===== config.mk =====
export PLATFORM = sky130hd
export DESIGN_NAME = pcp_parser
export DESIGN_NICKNAME = d
export VERILOG_FILES = /design/src/rtl/pcp_pkg.sv /design/src/rtl/pcp_char_fifo.sv /design/src/rtl/pcp_parser.sv
export SDC_FILE = /design/constraint.sdc
export NUM_CORES = 2
export LEC_CHECK = 0
export BUFFER_PORTS_ARGS = -buffer_cell sky130_fd_sc_hd__buf_4
export CAP_MARGIN = 0
export CORE_MARGIN = 3
export CORE_UTILIZATION = 35
export DETAILED_ROUTE_END_ITERATION = 8
export SLEW_MARGIN = 20
export SYNTH_ARGS = -nofsm -noshare
export SYNTH_HDL_FRONTEND = slang
export SYNTH_SLANG_ARGS = --single-unit

===== constraint.sdc =====
create_clock -name mclk -period 16.06 [get_ports mclk]
set_clock_uncertainty 0.2 [all_clocks]
set_input_delay 3.212 -clock mclk [delete_from_list [all_inputs] [get_ports mclk]]
set_output_delay 3.212 -clock mclk [all_outputs]
set_load 0.005 [all_outputs]

===== src/rtl/pcp_pkg.sv =====
// Purpose: Shared constants and carrier types for the printer character command parser.
// Assumes: Seven-bit ASCII characters; bit 7 of a received byte is ignored.
// Notes: Column and line numbers count from zero.
package pcp_pkg;

  // Control characters.
  localparam logic [7:0] CH_NUL = 8'h00;
  localparam logic [7:0] CH_HT = 8'h09;
  localparam logic [7:0] CH_LF = 8'h0A;
  localparam logic [7:0] CH_VT = 8'h0B;
  localparam logic [7:0] CH_FF = 8'h0C;
  localparam logic [7:0] CH_CR = 8'h0D;
  localparam logic [7:0] CH_SO = 8'h0E;
  localparam logic [7:0] CH_DC1 = 8'h11;
  localparam logic [7:0] CH_DC2 = 8'h12;
  localparam logic [7:0] CH_DC3 = 8'h13;
  localparam logic [7:0] CH_DC4 = 8'h14;
  localparam logic [7:0] CH_ESC = 8'h1B;
  localparam logic [7:0] CH_SPACE = 8'h20;
  localparam logic [7:0] CH_TILDE = 8'h7E;
  localparam logic [7:0] CH_DEL = 8'h7F;

  // Second character of escape sequences, and the channel characters that follow store and recall.
  localparam logic [7:0] ESC_HTAB_SET = 8'h31;
  localparam logic [7:0] ESC_FORM_LEN = 8'h32;
  localparam logic [7:0] ESC_VTAB_SET = 8'h33;
  localparam logic [7:0] ESC_LPI6 = 8'h34;
  localparam logic [7:0] ESC_LPI8 = 8'h35;
  localparam logic [7:0] ESC_CPI10 = 8'h36;
  localparam logic [7:0] ESC_CPI16 = 8'h37;
  localparam logic [7:0] ESC_STORE = 8'h38;
  localparam logic [7:0] ESC_RECALL = 8'h39;
  localparam logic [7:0] ESC_WIDTH = 8'h3A;
  localparam logic [7:0] ESC_WIDTH_FULL = 8'h3B;
  localparam logic [7:0] CHAN_FIRST = 8'h31;
  localparam logic [7:0] CHAN_LAST = 8'h38;

  // Limits and counts.
  localparam logic [7:0] COL_FULL = 8'd132;
  localparam logic [7:0] COL_TAB_MAX = 8'd126;
  localparam logic [6:0] LINE_TAB_MAX = 7'd112;
  localparam logic [6:0] FORM_LEN_MIN = 7'd4;
  localparam logic [6:0] FORM_LEN_MAX = 7'd112;
  localparam logic [6:0] WIDTH_MIN = 7'd2;
  localparam logic [6:0] WIDTH_MAX = 7'd126;
  localparam int HTAB_BITS = 127;
  localparam int VTAB_BITS = 113;
  localparam int VFM_CHANNELS = 8;
  localparam int FIFO_DEPTH = 16;

  // Values after reset.
  localparam logic [7:0] WIDTH_RESET = 8'd132;
  localparam logic [6:0] FORM_LEN_RESET = 7'd66;

  typedef enum logic [3:0] {
    PCP_IDLE, PCP_ESC, PCP_HSET, PCP_VSET, PCP_FLEN, PCP_WIDTH,
    PCP_STORE, PCP_RECALL, PCP_TADDR, PCP_TLINE, PCP_FILL
  } pcp_state_type;

  // One write into the external line buffer.
  typedef struct packed {
    logic wr;
    logic clr;
    logic [7:0] col;
    logic [7:0] data;
  } pcp_lb_wr_type;

  // One request to the print and paper mechanism: print first, then feed.
  typedef struct packed {
    logic print;
    logic reverse;
    logic [7:0] len;
    logic feed;
    logic [6:0] lines;
  } pcp_mech_cmd_type;

  // A stored vertical format.
  typedef struct packed {
    logic lpi8;
    logic [6:0] form_len;
    logic [VTAB_BITS-1:0] vtabs;
  } pcp_vfmt_type;

  // Visible printer state.
  typedef struct packed {
    logic selected;
    logic lpi8;
    logic cpi16;
    logic expanded;
    logic [7:0] width;
    logic [6:0] line;
    logic [6:0] form_len;
  } pcp_status_type;

endpackage : pcp_pkg


===== src/rtl/pcp_char_fifo.sv =====
// Purpose: Character queue between the host line and the command parser.
// Assumes: Single clock; both sides use valid and ready.
// Notes: The ready on the filling side is a flop, so a full queue stalls the host.
`timescale 1ns/100ps
module pcp_char_fifo #(
  parameter int WIDTH = 8,
  parameter int DEPTH = pcp_pkg::FIFO_DEPTH
) (
  // Clock and reset.
  input wire logic mclk,
  input wire logic rst_n,
  // Filling side.
  input wire logic in_valid,
  output logic in_ready,
  input wire logic [WIDTH-1:0] in_data,
  // Draining side.
  output logic out_valid,
  input wire logic out_ready,
  output logic [WIDTH-1:0] out_data
);
  import pcp_pkg::*;

  localparam int AW = $clog2(DEPTH);

  logic [WIDTH-1:0] mem_q [DEPTH];
  logic [AW-1:0] wr_q;
  logic [AW-1:0] rd_q;
  logic [AW:0] cnt_q;
  logic [AW:0] cnt_d;
  logic full_q;
  logic push;
  logic pop;

  assign push = in_valid && !full_q;
  assign pop = out_ready && (cnt_q != '0);
  assign in_ready = !full_q;
  assign out_valid = (cnt_q != '0);
  assign out_data = mem_q[rd_q];

  always_comb begin
    cnt_d = cnt_q;
    if (push && !pop) begin
      cnt_d = cnt_q + 1'b1;
    end else if (pop && !push) begin
      cnt_d = cnt_q - 1'b1;
    end
  end

  always_ff @(posedge mclk or negedge rst_n) begin
    if (!rst_n) begin
      wr_q <= '0;
      rd_q <= '0;
      cnt_q <= '0;
      full_q <= 1'b0;
    end else begin
      if (push) begin
        wr_q <= (wr_q == AW'(DEPTH - 1)) ? '0 : wr_q + 1'b1;
      end
      if (pop) begin
        rd_q <= (rd_q == AW'(DEPTH - 1)) ? '0 : rd_q + 1'b1;
      end
      cnt_q <= cnt_d;
      full_q <= (cnt_d == (AW + 1)'(DEPTH));
    end
  end

  always_ff @(posedge mclk) begin
    if (push) begin
      mem_q[wr_q] <= in_data;
    end
  end

endmodule : pcp_char_fifo


===== src/rtl/pcp_parser.sv =====
// Purpose: Character command interpreter for a serial matrix printer without line buffer option.
// Assumes: The mechanism raises mech_busy the cycle after a command and holds it until done.
// Notes: Options and the strap are steady levels synchronous to mclk.
`timescale 1ns/100ps
module pcp_parser #(
  parameter int FIFO_DEPTH = pcp_pkg::FIFO_DEPTH
) (
  // Clock and reset.
  input wire logic mclk,
  input wire logic rst_n,
  // Host character stream.
  input wire logic rx_valid,
  input wire logic [7:0] rx_data,
  output logic rx_ready,
  // Installed options and strap.
  input wire logic no_delete_option,
  input wire logic select_disable_strap,
  input wire logic vertical_format_memory,
  input wire logic expanded_print_option,
  // Print mechanism.
  input wire logic mech_busy,
  output pcp_pkg::pcp_mech_cmd_type mech_cmd,
  output pcp_pkg::pcp_lb_wr_type lb_wr,
  // Status.
  output pcp_pkg::pcp_status_type status
);
  import pcp_pkg::*;

  // Smallest set horizontal tab beyond the column, or zero when none.
  function automatic logic [7:0] next_htab(input logic [HTAB_BITS-1:0] tabs,
                                           input logic [7:0] col);
    logic [7:0] r;
    r = 8'h00;
    for (int i = HTAB_BITS - 1; i >= 0; i--) begin
      if (tabs[i] && (8'(i) > col)) begin
        r = 8'(i);
      end
    end
    return r;
  endfunction : next_htab

  // Smallest set vertical tab beyond the line within the form, else the form length.
  function automatic logic [6:0] next_vtab(input logic [VTAB_BITS-1:0] tabs,
                                           input logic [6:0] line,
                                           input logic [6:0] flen);
    logic [6:0] r;
    r = flen;
    for (int i = VTAB_BITS - 1; i >= 0; i--) begin
      if (tabs[i] && (7'(i) > line) && (7'(i) < flen)) begin
        r = 7'(i);
      end
    end
    return r;
  endfunction : next_vtab

  logic q_valid;
  logic [7:0] q_data;
  logic pop;
  logic [7:0] ch;
  logic [6:0] n;

  pcp_state_type st_q, st_d;
  logic [7:0] col_q, col_d;
  logic [7:0] fill_to_q, fill_to_d;
  logic [7:0] car_q, car_d;
  logic [6:0] line_q, line_d;
  logic [6:0] form_len_q, form_len_d;
  logic [6:0] form_next_q, form_next_d;
  logic [7:0] width_q, width_d;
  logic [HTAB_BITS-1:0] htabs_q, htabs_d;
  logic [VTAB_BITS-1:0] vtabs_q, vtabs_d;
  logic sel_q, sel_d;
  logic lpi8_q, lpi8_d;
  logic cpi16_q, cpi16_d;
  logic exp_q, exp_d;
  pcp_mech_cmd_type cmd_q, cmd_d;
  pcp_lb_wr_type lb_q, lb_d;
  pcp_vfmt_type vfm_q [VFM_CHANNELS];
  logic vfm_we;
  logic [2:0] vfm_idx;

  logic term;
  logic paper;
  logic [6:0] feed_n;
  logic put_ch;
  logic [7:0] plen;
  logic [7:0] dist_rev;

  pcp_char_fifo #(
    .WIDTH(8),
    .DEPTH(FIFO_DEPTH)
  ) u_fifo (
    .mclk(mclk),
    .rst_n(rst_n),
    .in_valid(rx_valid),
    .in_ready(rx_ready),
    .in_data(rx_data),
    .out_valid(q_valid),
    .out_ready(pop),
    .out_data(q_data)
  );

  assign ch = {1'b0, q_data[6:0]};
  assign n = q_data[6:0];
  assign mech_cmd = cmd_q;
  assign lb_wr = lb_q;
  assign status = '{selected: sel_q || select_disable_strap, lpi8: lpi8_q, cpi16: cpi16_q,
                    expanded: exp_q, width: width_q, line: line_q, form_len: form_len_q};

  always_comb begin
    st_d = st_q;
    col_d = col_q;
    fill_to_d = fill_to_q;
    car_d = car_q;
    line_d = line_q;
    form_len_d = form_len_q;
    form_next_d = form_next_q;
    width_d = width_q;
    htabs_d = htabs_q;
    vtabs_d = vtabs_q;
    sel_d = sel_q;
    lpi8_d = lpi8_q;
    cpi16_d = cpi16_q;
    exp_d = exp_q;
    cmd_d = '0;
    lb_d = '0;
    vfm_we = 1'b0;
    vfm_idx = 3'(ch - CHAN_FIRST);
    pop = 1'b0;
    term = 1'b0;
    paper = 1'b0;
    feed_n = 7'h00;
    put_ch = 1'b0;
    plen = (col_q > width_q) ? width_q : col_q;
    dist_rev = (car_q > plen) ? car_q - plen : plen - car_q;
    // Nothing moves while the mechanism works or a command is still being taken up.
    if (!mech_busy && !cmd_q.print && !cmd_q.feed) begin
      if (st_q == PCP_FILL) begin
        if (col_q < fill_to_q) begin
          lb_d = '{wr: 1'b1, clr: 1'b0, col: col_q, data: CH_SPACE};
          col_d = col_q + 8'h01;
        end else begin
          st_d = PCP_IDLE;
        end
      end else if (q_valid) begin
        pop = 1'b1;
        case (st_q)
          PCP_IDLE: begin
            if (!sel_q && !select_disable_strap && ch != CH_DC1) begin
              // Deselected: the character is dropped.
              st_d = PCP_IDLE;
            end else if (ch == CH_CR) begin
              term = 1'b1;
            end else if (ch == CH_LF) begin
              term = 1'b1;
              paper = 1'b1;
              feed_n = 7'h01;
            end else if (ch == CH_FF) begin
              term = 1'b1;
              paper = 1'b1;
              feed_n = form_len_q - line_q;
              form_len_d = form_next_q;
            end else if (ch == CH_VT) begin
              term = 1'b1;
              paper = 1'b1;
              feed_n = next_vtab(vtabs_q, line_q, form_len_q) - line_q;
            end else if (ch == CH_DC2) begin
              st_d = PCP_TLINE;
            end else if (ch == CH_DC4) begin
              st_d = PCP_TADDR;
            end else if (ch == CH_ESC) begin
              st_d = PCP_ESC;
            end else if (ch == CH_DC3) begin
              if (!select_disable_strap) begin
                term = 1'b1;
                sel_d = 1'b0;
              end
            end else if (ch == CH_DC1) begin
              if (!select_disable_strap) begin
                sel_d = 1'b1;
              end
            end else if (ch == CH_HT) begin
              if (next_htab(htabs_q, col_q) > col_q) begin
                fill_to_d = next_htab(htabs_q, col_q);
                st_d = PCP_FILL;
              end
            end else if (ch == CH_DEL) begin
              if (!no_delete_option) begin
                lb_d.clr = 1'b1;
                col_d = 8'h00;
                exp_d = 1'b0;
              end
            end else if (ch == CH_SO) begin
              if (expanded_print_option && col_q == 8'h00) begin
                exp_d = 1'b1;
              end
            end else if (ch >= CH_SPACE && ch <= CH_TILDE) begin
              put_ch = 1'b1;
              term = (col_q == COL_FULL);
            end
          end
          PCP_ESC: begin
            st_d = PCP_IDLE;
            if (ch == ESC_HTAB_SET) begin
              htabs_d = '0;
              st_d = PCP_HSET;
            end else if (ch == ESC_VTAB_SET) begin
              vtabs_d = '0;
              st_d = PCP_VSET;
            end else if (ch == ESC_FORM_LEN) begin
              st_d = PCP_FLEN;
            end else if (ch == ESC_WIDTH) begin
              st_d = PCP_WIDTH;
            end else if (ch == ESC_WIDTH_FULL) begin
              width_d = COL_FULL;
            end else if (ch == ESC_LPI6) begin
              lpi8_d = 1'b0;
            end else if (ch == ESC_LPI8) begin
              lpi8_d = 1'b1;
            end else if (ch == ESC_CPI10) begin
              cpi16_d = 1'b0;
            end else if (ch == ESC_CPI16) begin
              cpi16_d = 1'b1;
            end else if (ch == ESC_STORE) begin
              st_d = PCP_STORE;
            end else if (ch == ESC_RECALL) begin
              st_d = PCP_RECALL;
            end
          end
          PCP_HSET: begin
            if (ch == CH_NUL) begin
              st_d = PCP_IDLE;
            end else if ({1'b0, n} <= COL_TAB_MAX) begin
              htabs_d[n] = 1'b1;
            end
          end
          PCP_VSET: begin
            if (ch == CH_NUL) begin
              st_d = PCP_IDLE;
            end else if (n <= LINE_TAB_MAX) begin
              vtabs_d[n] = 1'b1;
            end
          end
          PCP_FLEN: begin
            st_d = PCP_IDLE;
            if (n >= FORM_LEN_MIN && n <= FORM_LEN_MAX) begin
              form_len_d = n;
              form_next_d = n;
              if (line_q >= n) begin
                line_d = 7'h00;
              end
            end
          end
          PCP_WIDTH: begin
            st_d = PCP_IDLE;
            if (n >= WIDTH_MIN && n <= WIDTH_MAX) begin
              width_d = {1'b0, n};
            end
          end
          PCP_STORE, PCP_RECALL: begin
            st_d = PCP_IDLE;
            if (vertical_format_memory && ch >= CHAN_FIRST && ch <= CHAN_LAST) begin
              if (st_q == PCP_STORE) begin
                vfm_we = 1'b1;
              end else begin
                lpi8_d = vfm_q[vfm_idx].lpi8;
                vtabs_d = vfm_q[vfm_idx].vtabs;
                form_next_d = vfm_q[vfm_idx].form_len;
              end
            end
          end
          PCP_TADDR: begin
            st_d = PCP_IDLE;
            fill_to_d = ({1'b0, n} > COL_TAB_MAX) ? COL_TAB_MAX : {1'b0, n};
            if (fill_to_d >= col_q) begin
              st_d = PCP_FILL;
            end
          end
          PCP_TLINE: begin
            st_d = PCP_IDLE;
            if (n >= line_q && n < form_len_q) begin
              term = 1'b1;
              paper = 1'b1;
              feed_n = n - line_q;
            end
          end
          default: begin
            st_d = PCP_IDLE;
          end
        endcase
      end
    end
    // Line end: print what is buffered, move paper when asked, restart at the left margin.
    if (term) begin
      cmd_d.print = (col_q != 8'h00);
      cmd_d.len = plen;
      cmd_d.reverse = (dist_rev < car_q);
      if (col_q != 8'h00) begin
        car_d = (dist_rev < car_q) ? 8'h00 : plen;
      end
      cmd_d.feed = paper;
      cmd_d.lines = feed_n;
      lb_d.clr = 1'b1;
      col_d = 8'h00;
      exp_d = 1'b0;
      if (paper) begin
        line_d = (line_q + feed_n >= form_len_q) ? 7'h00 : line_q + feed_n;
      end
    end
    if (put_ch) begin
      lb_d.wr = 1'b1;
      lb_d.col = term ? 8'h00 : col_q;
      lb_d.data = ch;
      col_d = term ? 8'h01 : col_q + 8'h01;
    end
  end

  // Parser state and line position.
  always_ff @(posedge mclk or negedge rst_n) begin
    if (!rst_n) begin
      st_q <= PCP_IDLE;
      col_q <= 8'h00;
      fill_to_q <= 8'h00;
      car_q <= 8'h00;
      line_q <= 7'h00;
    end else begin
      st_q <= st_d;
      col_q <= col_d;
      fill_to_q <= fill_to_d;
      car_q <= car_d;
      line_q <= line_d;
    end
  end

  // Working format and print modes.
  always_ff @(posedge mclk or negedge rst_n) begin
    if (!rst_n) begin
      form_len_q <= FORM_LEN_RESET;
      form_next_q <= FORM_LEN_RESET;
      width_q <= WIDTH_RESET;
      htabs_q <= '0;
      vtabs_q <= '0;
      sel_q <= 1'b0;
      lpi8_q <= 1'b0;
      cpi16_q <= 1'b0;
      exp_q <= 1'b0;
    end else begin
      form_len_q <= form_len_d;
      form_next_q <= form_next_d;
      width_q <= width_d;
      htabs_q <= htabs_d;
      vtabs_q <= vtabs_d;
      sel_q <= sel_d;
      lpi8_q <= lpi8_d;
      cpi16_q <= cpi16_d;
      exp_q <= exp_d;
    end
  end

  // Mechanism and line buffer requests, one cycle each.
  always_ff @(posedge mclk or negedge rst_n) begin
    if (!rst_n) begin
      cmd_q <= '0;
      lb_q <= '0;
    end else begin
      cmd_q <= cmd_d;
      lb_q <= lb_d;
    end
  end

  // Stored vertical formats.
  always_ff @(posedge mclk or negedge rst_n) begin
    if (!rst_n) begin
      for (int i = 0; i < VFM_CHANNELS; i++) begin
        vfm_q[i] <= '{lpi8: 1'b0, form_len: FORM_LEN_RESET, vtabs: '0};
      end
    end else if (vfm_we) begin
      vfm_q[vfm_idx] <= '{lpi8: lpi8_q, form_len: form_len_q, vtabs: vtabs_q};
    end
  end

endmodule : pcp_parser


==> flow_summary.json <==
{
  "status": "finished clean",
  "final_cell_count_no_fill": 9652,
  "antenna_found_initial": 14,
  "r2r_start": "line_q[6]",
  "hpwl_microns": 158000,
  "die_area_sq_mm": 0.218,
  "total_power_mw": 15.0,
  "grt_overflow": 0,
  "dpl_cell_area_sq_mm": 0.0774,
  "wl_microns": 257000,
  "grt_pass1_wl_microns": 384000,
  "rr_worst_depth": 29,
  "path_max_fanout": 55,
  "r2r-end": "line_q[4]",
  "vdd_drop_max_mv": 0.326,
  "ys_ff_latch": 1419,
  "critPathCapture": "line_q[4]",
  "final_util_pct": 39.1,
  "power_leakage_nw": 36.7,
  "maxSlewViolCount": 0,
  "fin_crit_sh_pct": 54.2,
  "min_period_ps": 8710,
  "final_antenna_net_count": 0,
  "worstPathArrival_ps": 9240,
  "seq_area_frac_synth_pct": 48.4,
  "async_flop_share_pct": 92.1,
  "rsz0062_at_grt": "no",
  "hold_buffers": 0,
  "io_buffers": 76,
  "cp-end-kind": "flop",
  "tightest_slew_ps": 1200,
  "reg2reg_slack_ps": 7350,
  "syn_area_sq_mm": 0.0745,
  "hold_start": "vfm_q[573]",
  "synth_warnings": 0,
  "ys_types": 109,
  "dr.first_iter.drc_count": 5884,
  "hold_viol": 0,
  "dieWidth_microns": 467,
  "layout_common_cells": "dfrtp_1 (1277), mux2_2 (841), nand2_1 (585)",
  "max_slew_margin_pct": 20.1,
  "clockBufferDepth": 3,
  "hp-class": "flop to flop",
  "setup_ws_ps": 7350,
  "max_cap_violations": 0,
  "nFillCells": 20400,
  "crit_required_ps": 16590,
  "start_kind": "flop",
  "cts_tree": "yes",
  "layout-drive-gt1-share_pct": 23.0,
  "layout.nets": 6861,
  "ios": 79,
  "clk_pin_slew_ps": 60,
  "cts_setup_buffers": 0,
  "postCtsResizedCells": 0,
  "startpoint": "line_q[6]",
  "synth_enable_flop_cells": 112,
  "crit_slowest_cell": "nor2_1",
  "dpl_worst_slack_ps": 7570,
  "powerDensity_mw_per_mm2": 182,
  "worstSetupPathType": "flop to flop",
  "clkLatencyLatePin_ps": 810,
  "area_delta_synth_final_pct": 10.6,
  "vias": 58000,
  "clock-sinks": 1419,
  "setup-tns-final_ps": 0,
  "dp_cells": 9387,
  "timing.critical_path.slowest_cell_delay_ps": 910,
  "synth_flop_cell": "dfrtp_1",
  "synthesis.nets": 7113,
  "syn_inst": 6986,
  "htree_num_levels": 4,
  "place.gp.congestion": 0.986,
  "numCtsBuffers": 149,
  "grt_max_degree": 174,
  "fin_area_sq_mm": 0.0824,
  "fmax_ghz": 0.115,
  "holdWs_ps": 278,
  "cts_root_buf": "clkbuf_16",
  "core_sq_mm": 0.211,
  "grt.total_usage_pct": 23.1,
  "synth.avg_cell_area_sq_um": 10.7,
  "num_rows": 168,
  "grt_pass1_vias": 57400,
  "dr.pass1.iters": 8,
  "detail_route.wl_per_cell_microns": 26.7,
  "final_common_cell": "dfrtp_1",
  "vias_per_cell": 6.01,
  "drc": 0,
  "initial_core_util_pct": 35.4,
  "setup_viol": 0,
  "dieHeight_microns": 467
}
==> how the worst min path moves through the flow <==
stage	end	slack (ps)	depth (start not counted)
floorplan	vfm_q[115]	240	2
global placement	vfm_q[478]	260	2
detailed placement	vfm_q[236]	270	2
CTS	vfm_q[318]	280	2
global route	vfm_q[356]	300	2
finish	vfm_q[573]	280	2
==> metal layers <==
| layer | up-vias | track usage (%) | routed length [microns] |
|---|---|---|---|
| met5 | - | 0.242 | 77 |
| met4 | 2 | 9.53 | 11300 |
| met3 | 544 | 4.37 | 19200 |
| met2 | 2373 | 35.9 | 116000 |
| met1 | 29900 | 31.8 | 111000 |
| li1 | 25200 | - | - |
==> logic make-up after synthesis <==
logic type                 share of synthesized area [%]
DFF                                                 48.4
adders and majority gates                           1.92
other                                            0.00503
xor gates and xnor gates                           0.447
AOI/OAI and AO/OA                                   15.7
buffers and inverters                               4.23
muxes                                               17.5
and+or+nand+nor                                     11.7
==> cells in the mapped netlist (all sizes together), types with 42 or more instances <==
library cell,instances,area (sq um)
nor3,168,885
mux4,117,2640
inv,121,457
o22a,63,552
nand2,593,2240
nor2,466,1760
o21ai,412,2070
o21a,109,818
nand2b,43,269
a31oi,103,644
nand3,159,806
mux2,856,9640
a21o,55,413
and2,58,363
a21oi,460,2310
o211ai,79,593
ha,105,1310
buf,247,1290
o22ai,142,888
a211oi,42,320
clkbuf,367,1380
mux2i,76,761
dfrtp,1285,32200
edfxtp,112,3360
==> sequential cells by signal, summed over array words and instances (netlist names), 7 cells and up <==
signal and flops:
vfm_q 960, htabs_q 126, u_fifo.mem_q 112, vtabs_q 112
mech_cmd 18, lb_wr 17, car_q 8, col_q 8
width_q 8, fill_to_q 7, form_len_q 7, form_next_q 7
line_q 7
==> power by group <==
part | internal [mW] | switching (mW) | total [mW]
clock network | 2.04 | 1.48 | 3.52
registers | 3.75 | 0.117 | 3.87
logic | 2.17 | 5.46 | 7.63
total | 7.96 | 7.06 | 15.0
==> cell type report <==
cell class                 instances  area (sq um)  area share, %
multi-input combinational       4825         35600           43.2
clock buffer                     212          4300           5.22
timing repair buffer             211          1730           2.10
inverter                         128           490          0.595
clock inverter                    48           628          0.762
sequential                      1419         36100           43.8
tap                             2805          3510           4.26
antenna                            4          10.0         0.0121
==> worst max-delay path: cells and delay by family (launching register included) <==
| family | cells | cell delay (ps) |
|---|---|---|
| compound gates | 12 | 3430 |
| simple gates | 7 | 2340 |
| fa+ha+maj | 4 | 1200 |
| xor+xnor | 3 | 570 |
| buf+inv | 3 | 460 |
| flops | 1 | 380 |
Power figures use the tool's default switching activity.
